### src/pkg/bsfs_pkg.sv
// Shared constants, state enumeration and signal bundles of the buck switch fault sequencer.
// Assumes comparator results arrive as synchronous levels and the cycle start as a one-clock pulse.
package bsfs_pkg;

  // Counts in switching cycles
  localparam int unsigned BSFS_HICCUP_WAIT_CYCLES = 512;
  localparam int unsigned BSFS_HICCUP_OFF_CYCLES = 16384;
  localparam int unsigned BSFS_PG_DEGLITCH_CYCLES = 16;

  // Current reference coding
  localparam int unsigned BSFS_LEVEL_W = 8;
  localparam logic [7:0] BSFS_IREF_MAX = 8'hC0;

  // Reset values of the gate commands and of the supply-good output
  localparam logic BSFS_GATE_RST = 1'b0;
  localparam logic BSFS_PG_RST = 1'b0;

  typedef enum logic [1:0] {ST_OFF, ST_RUN, ST_HICCUP} bsfs_state_e;

  // Comparator results, each high when its condition holds
  typedef struct packed {
    logic input_supply_ok;   // Input supply above its lockout level
    logic enable_ok;         // Enable pin above its threshold
    logic fb_above_108;      // Feedback level above 108 % of reference
    logic fb_above_106;      // Feedback level above 106 % of reference
    logic fb_below_89;       // Feedback level below 89 % of reference
    logic ls_source_over;    // Low-side sourcing current above its limit
    logic ls_sink_over;      // Low-side sinking current above its limit
    logic boot_uv;           // Bootstrap voltage below 2.2 V
  } bsfs_cmp_s;

  // Gate commands of the two power switches
  typedef struct packed {
    logic hs_on;
    logic ls_on;
  } bsfs_gate_s;

endpackage

### src/verilog/bsfs_cycle_counter.sv
// Switching-cycle counter with synchronous clear, used for the hiccup wait and off periods.
// Assumes step is a one-clock pulse per switching cycle; clear wins over step.
`timescale 1ns/100ps
module bsfs_cycle_counter
  import bsfs_pkg::*;
#(
  parameter int unsigned WIDTH = 10
)
(
  // Clock, reset, enable
  input wire logic clk_sys,
  input wire logic sys_rst,
  input wire logic clk_en,
  // Control
  input wire logic clear,
  input wire logic step,
  // Count
  output logic [WIDTH-1:0] count
);

  typedef struct packed {
    logic [WIDTH-1:0] cnt;
  } bsfs_cnt_s;

  bsfs_cnt_s s_r;
  bsfs_cnt_s s_nxt;

  if (WIDTH < 2 || WIDTH > 24)
  begin : g_width_check
    $error("bsfs_cycle_counter: WIDTH out of range");
  end

  // Saturating count so a stuck step never wraps back to zero
  always_comb
  begin
    s_nxt = s_r;
    if (clear)
      s_nxt.cnt = '0;
    else if (step && s_r.cnt != {WIDTH{1'b1}})
      s_nxt.cnt = s_r.cnt + 1'b1;
  end

  always_ff @(posedge clk_sys)
  begin
    if (sys_rst)
      s_r <= '0;
    else if (clk_en)
      s_r <= s_nxt;
  end

  assign count = s_r.cnt;

endmodule

### src/verilog/bsfs_deglitch.sv
// Supply-good deglitch: the output drops after a fault persists for a set number of cycles.
// Assumes step pulses once per switching cycle; force_low drops the output at once.
`timescale 1ns/100ps
module bsfs_deglitch
  import bsfs_pkg::*;
#(
  parameter int unsigned CYCLES = BSFS_PG_DEGLITCH_CYCLES
)
(
  // Clock, reset, enable
  input wire logic clk_sys,
  input wire logic sys_rst,
  input wire logic clk_en,
  // Condition
  input wire logic fault,
  input wire logic step,
  input wire logic force_low,
  // Result
  output logic ok_r
);

  localparam int unsigned CW = $clog2(CYCLES + 1);

  typedef struct packed {
    logic [CW-1:0] cnt;
    logic ok;
  } bsfs_dg_s;

  bsfs_dg_s s_r;
  bsfs_dg_s s_nxt;

  if (CYCLES < 1)
  begin : g_cycles_check
    $error("bsfs_deglitch: CYCLES must be at least 1");
  end

  // Fault must be seen on CYCLES consecutive cycle starts before the output falls
  always_comb
  begin
    s_nxt = s_r;
    if (force_low)
    begin
      s_nxt.cnt = '0;
      s_nxt.ok = 1'b0;
    end
    else if (!fault)
    begin
      s_nxt.cnt = '0;
      s_nxt.ok = 1'b1;
    end
    else if (step)
    begin
      if (s_r.cnt == CW'(CYCLES - 1))
        s_nxt.ok = 1'b0;
      else
        s_nxt.cnt = s_r.cnt + 1'b1;
    end
  end

  always_ff @(posedge clk_sys)
  begin
    if (sys_rst)
    begin
      s_r.cnt <= '0;
      s_r.ok <= BSFS_PG_RST;
    end
    else if (clk_en)
      s_r <= s_nxt;
  end

  assign ok_r = s_r.ok;

endmodule

### src/verilog/bsfs_top.sv
// Buck switch fault sequencer: decides per switching cycle whether each power switch may conduct.
// Assumes comparator levels and the cycle-start pulse are synchronous to clk_sys.
//
// Overview of operation
// - Feedback above 108 percent turns the high side off and the low side on.
// - After overvoltage, high side returns at next cycle once feedback drops below 106 percent.
// - High side turns off, low side on, when sensed current reaches the reference.
// - The current reference is clamped to a fixed maximum whatever the error level.
// - Error level clamped for more than 512 cycles stops all switching.
// - Hiccup shutdown lasts 16384 cycles, then normal operation restarts automatically.
// - Sourcing limit exceeded at cycle end skips the next high-side pulse, keeps low on.
// - High side resumes only at a cycle start with sourcing current below limit.
// - Sinking limit turns the low side off at once; both off until next cycle.
// - After a sink trip, low side waits for a high-side on-off or bootstrap undervoltage.
// - Active only while input supply and enable comparators both report above threshold.
// - Enable low stops all switching and enters the low quiescent state.
// - Bootstrap below 2.2 V turns the high side off and the low side on.
// - Supply-good falls after 16 cycles of feedback below 89 or above 108 percent.
`timescale 1ns/100ps
module bsfs_top
  import bsfs_pkg::*;
#(
  parameter int unsigned LEVEL_W = BSFS_LEVEL_W,
  parameter logic [LEVEL_W-1:0] IREF_MAX = LEVEL_W'(BSFS_IREF_MAX),
  parameter int unsigned HICCUP_WAIT = BSFS_HICCUP_WAIT_CYCLES,
  parameter int unsigned HICCUP_OFF = BSFS_HICCUP_OFF_CYCLES,
  parameter int unsigned PG_DEGLITCH = BSFS_PG_DEGLITCH_CYCLES
)
(
  // Clock, reset, enable
  input wire logic clk_sys,
  input wire logic sys_rst,
  input wire logic clk_en,
  // Switching-cycle timing
  input wire logic cycle_start,
  // Analog front end
  input wire bsfs_cmp_s cmp,
  input wire logic [LEVEL_W-1:0] ea_level,
  input wire logic [LEVEL_W-1:0] sense_current,
  // Gate commands and status
  output bsfs_gate_s gate_r,
  output logic supply_ok_output_r,
  output logic active_r,
  output logic low_iq_r,
  output logic hiccup_r
);

  localparam int unsigned WAIT_W = $clog2(HICCUP_WAIT + 1);
  localparam int unsigned OFF_W = $clog2(HICCUP_OFF + 1);
  localparam logic [WAIT_W-1:0] WAIT_LAST = WAIT_W'(HICCUP_WAIT);
  localparam logic [OFF_W-1:0] OFF_LAST = OFF_W'(HICCUP_OFF - 1);

  // Timing model of this block
  // Every decision is taken on a rising clk_sys with clk_en high
  // Gate commands change one clock after the inputs that cause them
  // The high side may only be switched on in a clock that carries cycle_start
  // Turn-off of the high side may happen in any clock of the cycle
  // A low clk_en freezes the sequencer, both counters and the deglitch alike
  //
  // Counts are kept in switching cycles, not in clk_sys periods
  // Both counters therefore step on cycle_start only
  // The clamp wait trips on the start after HICCUP_WAIT clamped starts
  // This reads "more than the wait time" as one extra clamped start
  // The off counter releases hiccup on its HICCUP_OFF-th start
  //
  // Limitations a user must know
  // There is no soft start: RUN is entered on the first powered clock
  // Comparator levels are taken as already synchronous to clk_sys
  // A peak hit seen at cycle_start blocks that cycle's turn-on
  // A sink trip in the same clock as bootstrap undervoltage is not recorded
  // Supply-good recovers at once; only its falling edge is deglitched

  typedef struct packed {
    bsfs_state_e st;
    logic hs;
    logic ls;
    logic overvoltage_guard;        // Overvoltage guard holding the high side off
    logic sink_cyc;   // Sink trip: both off until the cycle ends
    logic sink_lock;  // Sink trip: low side barred until released
    logic active;
    logic low_iq;
    logic hiccup;     // Registered copy of the hiccup state for the output
  } bsfs_top_s;

  bsfs_top_s s_r;
  bsfs_top_s s_nxt;

  logic [WAIT_W-1:0] clamp_cnt;
  logic [OFF_W-1:0] off_cnt;
  logic powered;
  logic clamped;
  logic [LEVEL_W-1:0] iref;
  logic peak_hit;
  logic clamp_clear;
  logic clamp_step;
  logic off_clear;
  logic off_step;
  logic pg_fault;
  logic pg_ok;

  if (LEVEL_W < 2 || LEVEL_W > 16)
  begin : g_level_check
    $error("bsfs_top: LEVEL_W out of range");
  end
  if (HICCUP_WAIT < 1 || HICCUP_OFF < 2)
  begin : g_count_check
    $error("bsfs_top: hiccup counts too small");
  end

  // Enable and lockout comparators together gate all activity
  assign powered = cmp.input_supply_ok & cmp.enable_ok;

  // Reference clamp: the peak current reference can never exceed IREF_MAX
  assign clamped = (ea_level >= IREF_MAX);
  assign iref = clamped ? IREF_MAX : ea_level;
  assign peak_hit = (sense_current >= iref);

  // Clamp wait counts consecutive clamped cycle starts while running
  assign clamp_clear = (s_r.st != ST_RUN) | (cycle_start & ~clamped);
  assign clamp_step = cycle_start & clamped;

  // Off-period counter runs only during hiccup
  assign off_clear = (s_r.st != ST_HICCUP);
  assign off_step = cycle_start;

  bsfs_cycle_counter #(
    .WIDTH(WAIT_W)
  ) u_clamp_wait (
    .clk_sys(clk_sys),
    .sys_rst(sys_rst),
    .clk_en(clk_en),
    .clear(clamp_clear),
    .step(clamp_step),
    .count(clamp_cnt)
  );

  bsfs_cycle_counter #(
    .WIDTH(OFF_W)
  ) u_hiccup_off (
    .clk_sys(clk_sys),
    .sys_rst(sys_rst),
    .clk_en(clk_en),
    .clear(off_clear),
    .step(off_step),
    .count(off_cnt)
  );

  // Supply-good monitor; drops at once when not powered
  assign pg_fault = cmp.fb_below_89 | cmp.fb_above_108;

  bsfs_deglitch #(
    .CYCLES(PG_DEGLITCH)
  ) u_pg_deglitch (
    .clk_sys(clk_sys),
    .sys_rst(sys_rst),
    .clk_en(clk_en),
    .fault(pg_fault),
    .step(cycle_start),
    .force_low(~powered),
    .ok_r(pg_ok)
  );

  // Sequencer: state, overvoltage guard, sink bookkeeping and gate decisions
  // Every path starts from the held state, so a missing assignment keeps a value
  // The low side is derived from the final high-side choice of the same clock
  // That keeps the two commands exclusive even when several faults coincide
  // Later statements override earlier ones, so the order below is the priority:
  // gate decision, sink bookkeeping, hiccup entry, loss of power
  always_comb
  begin
    s_nxt = s_r;
    s_nxt.active = powered;
    s_nxt.low_iq = ~cmp.enable_ok;
    case (s_r.st)
      ST_OFF:
      begin
        s_nxt.hs = 1'b0;
        s_nxt.ls = 1'b0;
        s_nxt.overvoltage_guard = 1'b0;
        s_nxt.sink_cyc = 1'b0;
        s_nxt.sink_lock = 1'b0;
        if (powered)
          s_nxt.st = ST_RUN;
      end
      ST_RUN:
      begin
        // Overvoltage guard with hysteresis between 108 and 106 percent
        if (cmp.fb_above_108)
          s_nxt.overvoltage_guard = 1'b1;
        else if (!cmp.fb_above_106)
          s_nxt.overvoltage_guard = 1'b0;
        if (cycle_start)
        begin
          s_nxt.sink_cyc = 1'b0;
          // Turn-on happens only here, so a released guard acts at the next cycle
          s_nxt.hs = ~s_nxt.overvoltage_guard & ~cmp.ls_source_over & ~cmp.boot_uv & ~peak_hit;
        end
        else if (s_r.hs && (peak_hit || cmp.fb_above_108 || cmp.boot_uv))
          s_nxt.hs = 1'b0;
        // Release is evaluated before a new trip, so a trip in the same clock wins
        // A completed high-side pulse or bootstrap refresh releases the sink bar
        if ((s_r.hs && !s_nxt.hs) || cmp.boot_uv)
          s_nxt.sink_lock = 1'b0;
        if (s_r.ls && cmp.ls_sink_over && !cmp.boot_uv)
        begin
          s_nxt.sink_cyc = 1'b1;
          s_nxt.sink_lock = 1'b1;
        end
        // Low side follows the high side off, unless a sink trip bars it
        // This also keeps the low side on through a skipped pulse
        s_nxt.ls = ~s_nxt.hs & ~s_nxt.sink_cyc & ~s_nxt.sink_lock;
        // Hiccup entry only at a cycle start, so a partial cycle never counts
        if (cycle_start && clamped && clamp_cnt == WAIT_LAST)
        begin
          s_nxt.st = ST_HICCUP;
          s_nxt.hs = 1'b0;
          s_nxt.ls = 1'b0;
        end
        if (!powered)
        begin
          s_nxt.st = ST_OFF;
          s_nxt.hs = 1'b0;
          s_nxt.ls = 1'b0;
        end
      end
      // Off period: all protection state is wiped so restart begins clean
      ST_HICCUP:
      begin
        s_nxt.hs = 1'b0;
        s_nxt.ls = 1'b0;
        s_nxt.overvoltage_guard = 1'b0;
        s_nxt.sink_cyc = 1'b0;
        s_nxt.sink_lock = 1'b0;
        if (!powered)
          s_nxt.st = ST_OFF;
        else if (cycle_start && off_cnt == OFF_LAST)
          s_nxt.st = ST_RUN;
      end
      default:
      begin
        s_nxt.st = ST_OFF;
        s_nxt.hs = 1'b0;
        s_nxt.ls = 1'b0;
      end
    endcase
    // Final guard against shoot-through whatever path was taken
    if (s_nxt.hs)
      s_nxt.ls = 1'b0;
    // Status flag registered so the output comes straight from a flip-flop
    s_nxt.hiccup = (s_nxt.st == ST_HICCUP);
  end

  always_ff @(posedge clk_sys)
  begin
    if (sys_rst)
    begin
      s_r.st <= ST_OFF;
      s_r.hs <= BSFS_GATE_RST;
      s_r.ls <= BSFS_GATE_RST;
      s_r.overvoltage_guard <= 1'b0;
      s_r.sink_cyc <= 1'b0;
      s_r.sink_lock <= 1'b0;
      s_r.active <= 1'b0;
      s_r.low_iq <= 1'b1;
      s_r.hiccup <= 1'b0;
    end
    else if (clk_en)
      s_r <= s_nxt;
  end

  // Outputs come straight from state flip-flops
  assign gate_r.hs_on = s_r.hs;
  assign gate_r.ls_on = s_r.ls;
  assign supply_ok_output_r = pg_ok;
  assign active_r = s_r.active;
  assign low_iq_r = s_r.low_iq;
  assign hiccup_r = s_r.hiccup;

endmodule
### config.mk
export PLATFORM = sky130hd
export DESIGN_NAME = bsfs_top
export DESIGN_NICKNAME = d
export VERILOG_FILES = /design/src/pkg/bsfs_pkg.sv /design/src/verilog/bsfs_cycle_counter.sv /design/src/verilog/bsfs_deglitch.sv /design/src/verilog/bsfs_top.sv
export SDC_FILE = /design/constraint.sdc
export NUM_CORES = 1
export LEC_CHECK = 0
export ABC_AREA = 0
export BUFFER_PORTS_ARGS = -buffer_cell sky130_fd_sc_hd__clkbuf_2
export CORE_ASPECT_RATIO = 0.6
export CORE_MARGIN = 2
export CORE_UTILIZATION = 43
export DETAILED_ROUTE_END_ITERATION = 10
export SYNTH_ARGS = -nofsm -noshare
export SYNTH_HDL_FRONTEND = slang
export SYNTH_SLANG_ARGS = --single-unit
### constraint.sdc
create_clock -name clk_sys -period 3 [get_ports clk_sys]
set_input_delay 0.3 -clock clk_sys [delete_from_list [all_inputs] [get_ports clk_sys]]
set_output_delay 0.3 -clock clk_sys [all_outputs]
set_load 0.005 [all_outputs]
== Word-level counts from Yosys, hierarchy flattened ==
Index checks and enable logic that the tools add are counted.
Widths: inputs -> output; s select.
Word-level totals
  flip-flop bits (word level): 41
  bits of input ports: 28
  RAM bits: 0
  ROM bits: 0
  latch bits: 0
  memories: 0
Operators by class
  bitwise logic cells: 19
  shift-type cells: 0
  add/subtract/negate cells: 3
  $mul: 0
  order comparisons: 2
  eq/ne operators: 13
  reductions and logical operators: 24
  div/mod/pow operators: 0
  multiplexer cells: 28
Operator list (number)
  $mux 15: 2
  $mux 10: 2
  $mux 6: 3
  $add 15x1->15 const B: 1
  $eq 15x14->1 const B: 1
  $ne 15x15->1 const B: 1
  $pmux 4 s3: 1
  $add 10x1->10 const B: 1
  $eq 10x10->1 const B: 1
  $mux 1: 10
  $mux 2: 5
  $ne 10x10->1 const B: 1
  $logic_and 1x1->1: 9
  $ne 3x3->1 const B: 3
  $not 1->1: 9
  $and 1x1->1: 8
  $ge 8x8->1: 1
  $ge 8x8->1 const B: 1
  $mux 4: 2
  $mux 8: 1
  $pmux 3 s2: 1
  $reduce_and 2->1: 3
  $reduce_and 3->1: 2
  $reduce_bool 2->1: 3
  other kinds (12): 17

== Longest topological paths before layout ==
  depth after elaboration: 22
  mapped depth: 8
  depth with buffers taken out: 8

== Hierarchy ==
Synthesis repeated with hierarchy kept, for this count alone.
Unflattened totals
  cell total of the unflattened synthesis: 331
  area total of the unflattened synthesis: 2710.1 sq um
By module, submodules not included
  bsfs_cycle_counter at u_hiccup_off: area each 885.8 sq um, times used 1, seq. area each 300.3 sq um, cells each 107
  bsfs_top: area each 833.3 sq um, times used 1, seq. area each 200.2 sq um, cells each 109
  bsfs_cycle_counter at u_clamp_wait: area each 616.8 sq um, times used 1, seq. area each 200.2 sq um, cells each 74
  bsfs_deglitch: area each 374.1 sq um, times used 1, seq. area each 120.1 sq um, cells each 41

== Least setup slack after synthesis ==
No wires, ideal clock.
  kind: input to register
  start: input ea_level[6]
  end: register s_r (netlist bit gate_r[1])
  required time: 2899 ps
  data arrival time: 1779 ps
  library setup time: 101 ps
  setup slack: 1120 ps
  path buffers: 0
  stages: 7
  cell sequence: nand2_1 -> and2_1 -> ha_1 -> nand2b_1 -> a2111oi_0 -> o31ai_1 -> o41ai_1
On the way
  longest elaborated chain between the ends: 12
  elaborated cells between the ends (all ways): 16
RTL lines
  start: declaration: RTL line bsfs_top.sv:38  | input wire logic [LEVEL_W-1:0] ea_level,
  $ge 8x8->1: RTL line bsfs_top.sv:114  | assign clamped = (ea_level >= IREF_MAX);
  $mux 8: RTL line bsfs_top.sv:115  | assign iref = clamped ? IREF_MAX : ea_level;
  $ge 8x8->1: RTL line bsfs_top.sv:116  | assign peak_hit = (sense_current >= iref);
  $logic_or 1x1->1 (2 in series): RTL line bsfs_top.sv:198  | else if (s_r.hs && (peak_hit || cmp.fb_above_108 || cmp.boot_uv))
  $logic_and 1x1->1: RTL line bsfs_top.sv:198
  $mux 1: RTL line bsfs_top.sv:198
  $mux 1: RTL line bsfs_top.sv:192  | if (cycle_start)
  $mux 1: RTL line bsfs_top.sv:174  | case (s_r.st)
  $mux 4 (*): RTL line bsfs_top.sv:213  | if (cycle_start && clamped && clamp_cnt == WAIT_LAST)
  $mux 4 (*): RTL line bsfs_top.sv:219  | if (!powered)
  $pmux 4 s3 (*): RTL line bsfs_top.sv:174
  end signal: assignment: RTL line bsfs_top.sv:268  | s_r <= s_nxt;
  end: declaration: RTL line bsfs_top.sv:85  | bsfs_top_s s_r;
Mark *: on every way between the ends. The rest lies on a longest branch, timed or not. The select of a mux whose other input is x is not followed.
A chain may end at the register's enable or synchronous reset.

== Worst setup path in the final report ==
Same ends and word-level chain as after synthesis.

==> flow_summary.yaml <==
outcome:
  outcome: "finished, final reports clean"
clocking:
  cts_tree: "built"
  cts_hold_buffers: 0
  cts.clk_slew.worst_paths_ns: 0.08
  cts.path.max_buffers: 2
  postCtsSetupBuffers: 0
  cts_resized: 0
  cts_root_buf: "clkbuf_8"
  clock_latency_ns: 0.30
  cts_made_buffers: 5
  htree_levels: 2
  clkSinkCount: 41
global_route:
  grt_overflow: 0
  grt_max_degree: 24
  grt_first_pass_wirelength_um: 9140
  antenna_found_initial: 0
  grt_pass1_vias: 1884
  track_usage: 0.190
logic_synthesis:
  synthesis.nets: 327
  synth_commonest_cells: "41 x dfxtp_1, 35 x nor2_1, 33 x nand2_1, 19 x xnor2_1, 17 x nor3_1"
  synth_most_common_cell: "dfxtp_1"
  synth_area_mm2: 0.00241
  yosys.area.top_type: "dfxtp_1"
  synth_seq_area_share: 0.341
  async_reset_ff_frac: 0
  syn_inst: 286
  yosysUniqueCellTypes: 59
  synthTopCellsByArea: "dfxtp_1 34%, xnor2_1 6.9%, ha_1 6.7%"
  yosysWarnings: 0
  ys.flop_type: "dfxtp_1"
  synth-seq-cells: 41
  synth_top_area_share: 0.341
  syn_area_per_cell_um2: 8.43
  synth_edf_count: 0
detailed_routing:
  drc: 0
  detail_route.first_pass.iterations: 7
  drt-initial-drc-count: 96
  num_vias: 2090
  via_per_inst: 5.41
  drtAntennaViolNets: 0
  wirelength_um: 5410
  route.detailed.wl_per_inst_um: 14.0
flow_run:
  max-cap-violations: 0
sta:
  slew_headroom: 0.461
  worst_pin_slew_ns: 0.803
  finalMaxSlewViolations: 0
  tns_ns: 0
  hold_viol_final: 0
  rsz0062_at_grt: "false"
  finalSetupViolations: 0
  fmax_mhz: 514
  period_needed_ns: 1.95
  fin_crit_sh: 0.649
  fin_skew_ns: 0.00506
final_layout:
  fin_nets: 357
  area_delta_synth_final_pct: 11.3
  drive_above_1_share: 0.180
  antenna_cells: 0
  fillCellCount: 551
place:
  hpwlAfterDp_um: 4060
  io_buffers: 33
  gp_congestion: 0.806
critical_path:
  cp.arrival_ns: 2.15
  r2r-end: "u_pg_deglitch.s_r[4]"
  rr_worst_depth: 7
  crit_path_end_kind: "register"
  start_kind: "primary input"
  ff2ff_setup_slack_ns: 1.08
  r2r-start: "u_pg_deglitch.s_r[1]"
  crit_path_end: "gate_r[1]"
  path_class: "in2reg"
  crit_required_ns: 3.20
  crit_fanout: 9
  crit_start: "ea_level[6]"
die:
  rows: 21
  die_h_um: 62.0
  core_mm2: 0.00549
  dieArea_mm2: 0.00624
  ioPinCount: 34
  start_util: 0.439
  dieWidth_um: 101
power_and_ir_drop:
  power_w: 0.00102
  vdd_drop_max_v: 0.000137
  cellPowerDensity_mw_per_mm2: 379
  power.static_leakage_nw: 0.994
min_path:
  min_path_type: "in2reg"
-- power by group --
part           switching (W)  internal [W]  leakage [nW]
sequential        0.00000441      0.000547         0.331
clock               0.000200      0.000162        0.0450
combinational      0.0000640     0.0000390         0.618
total               0.000268      0.000748         0.994
-- placed cells by master, fill, tap and decap left out, drive strengths merged, types with 4 or more instances in the layout --
cell    count
nand3      13
nor4b       5
nand2      34
nor2       37
dfxtp      41
xnor2      19
nand4       8
nor4        6
a22oi       4
clkbuf     39
o21ai      10
inv        14
nor3       17
a21oi       7
ha         13
-- kinds of logic after synthesis --
logic type               after synthesis  share of synthesized area
AND/OR/NAND/NOR                      143                      0.336
AO/OA/AOI/OAI                         42                      0.124
flip-flops                            41                      0.341
buffers and inverters                 24                     0.0472
XOR/XNOR                              20                     0.0727
adder cells (fa/ha/maj)               13                     0.0675
multiplexers                           3                     0.0125
-- stage by stage --
stage	instances	util	hold slack, ns	instance area [um^2]	setup slack, ns
floorplan	286	-	0.439	2410	1.12
global placement	378	0.473	0.441	2600	0.882
detailed placement	378	0.473	0.447	2600	0.726
CTS	386	0.488	0.287	2680	1.05
global route	386	0.488	0.341	2680	0.845
finish	386	0.488	0.302	2680	1.05
-- final cells by class --
cell class | instances | area, um^2 | area share
multi-input cells | 221 | 1480 | 0.550
clock inverters | 2 | 10.0 | 0.00373
inverters | 14 | 52.6 | 0.0196
repair buffers | 33 | 165 | 0.0616
flip-flops and latches | 41 | 821 | 0.306
well taps | 69 | 86.3 | 0.0322
clock buffers | 6 | 72.6 | 0.0271
-- how the worst min path moves through the flow --
stage / from / end / slack, ns / cells past startpoint
2_1_floorplan: hiccup_r / hiccup_r / 0.44 / 2
3_3_place_gp: hiccup_r / hiccup_r / 0.44 / 2
3_5_place_dp: hiccup_r / hiccup_r / 0.45 / 2
4_1_cts: cmp[7] / active_r / 0.29 / 3
5_1_grt: cmp[7] / active_r / 0.34 / 3
6_report: cmp[7] / active_r / 0.30 / 3
-- per-layer routing --
layer  vias to the layer above  track usage  wire length [um]
li1                       1079            -                 -
met4                         0       0.0646                63
met5                         -            0                 0
met2                        47        0.264              2050
met1                       957        0.288              3030
met3                         7       0.0403               267
-- critical path: stages --
cell,delay (ns)
clkbuf_2,0.10
nand2_1,0.19
and2_1,0.24
ha_1,0.27
nand2b_1,0.14
a2111oi_0,0.43
o31ai_1,0.18
o41ai_1,0.30
-- sequential cells by signal, summed over array words and instances (netlist names) --
signal	cells
active_r	1
hiccup_r	1
u_hiccup_off.count	15
gate_r	2
s_r	5
u_pg_deglitch.ok_r	1
u_clamp_wait.count	10
low_iq_r	1
u_pg_deglitch.s_r	5
Power figures use the tool's default switching activity.
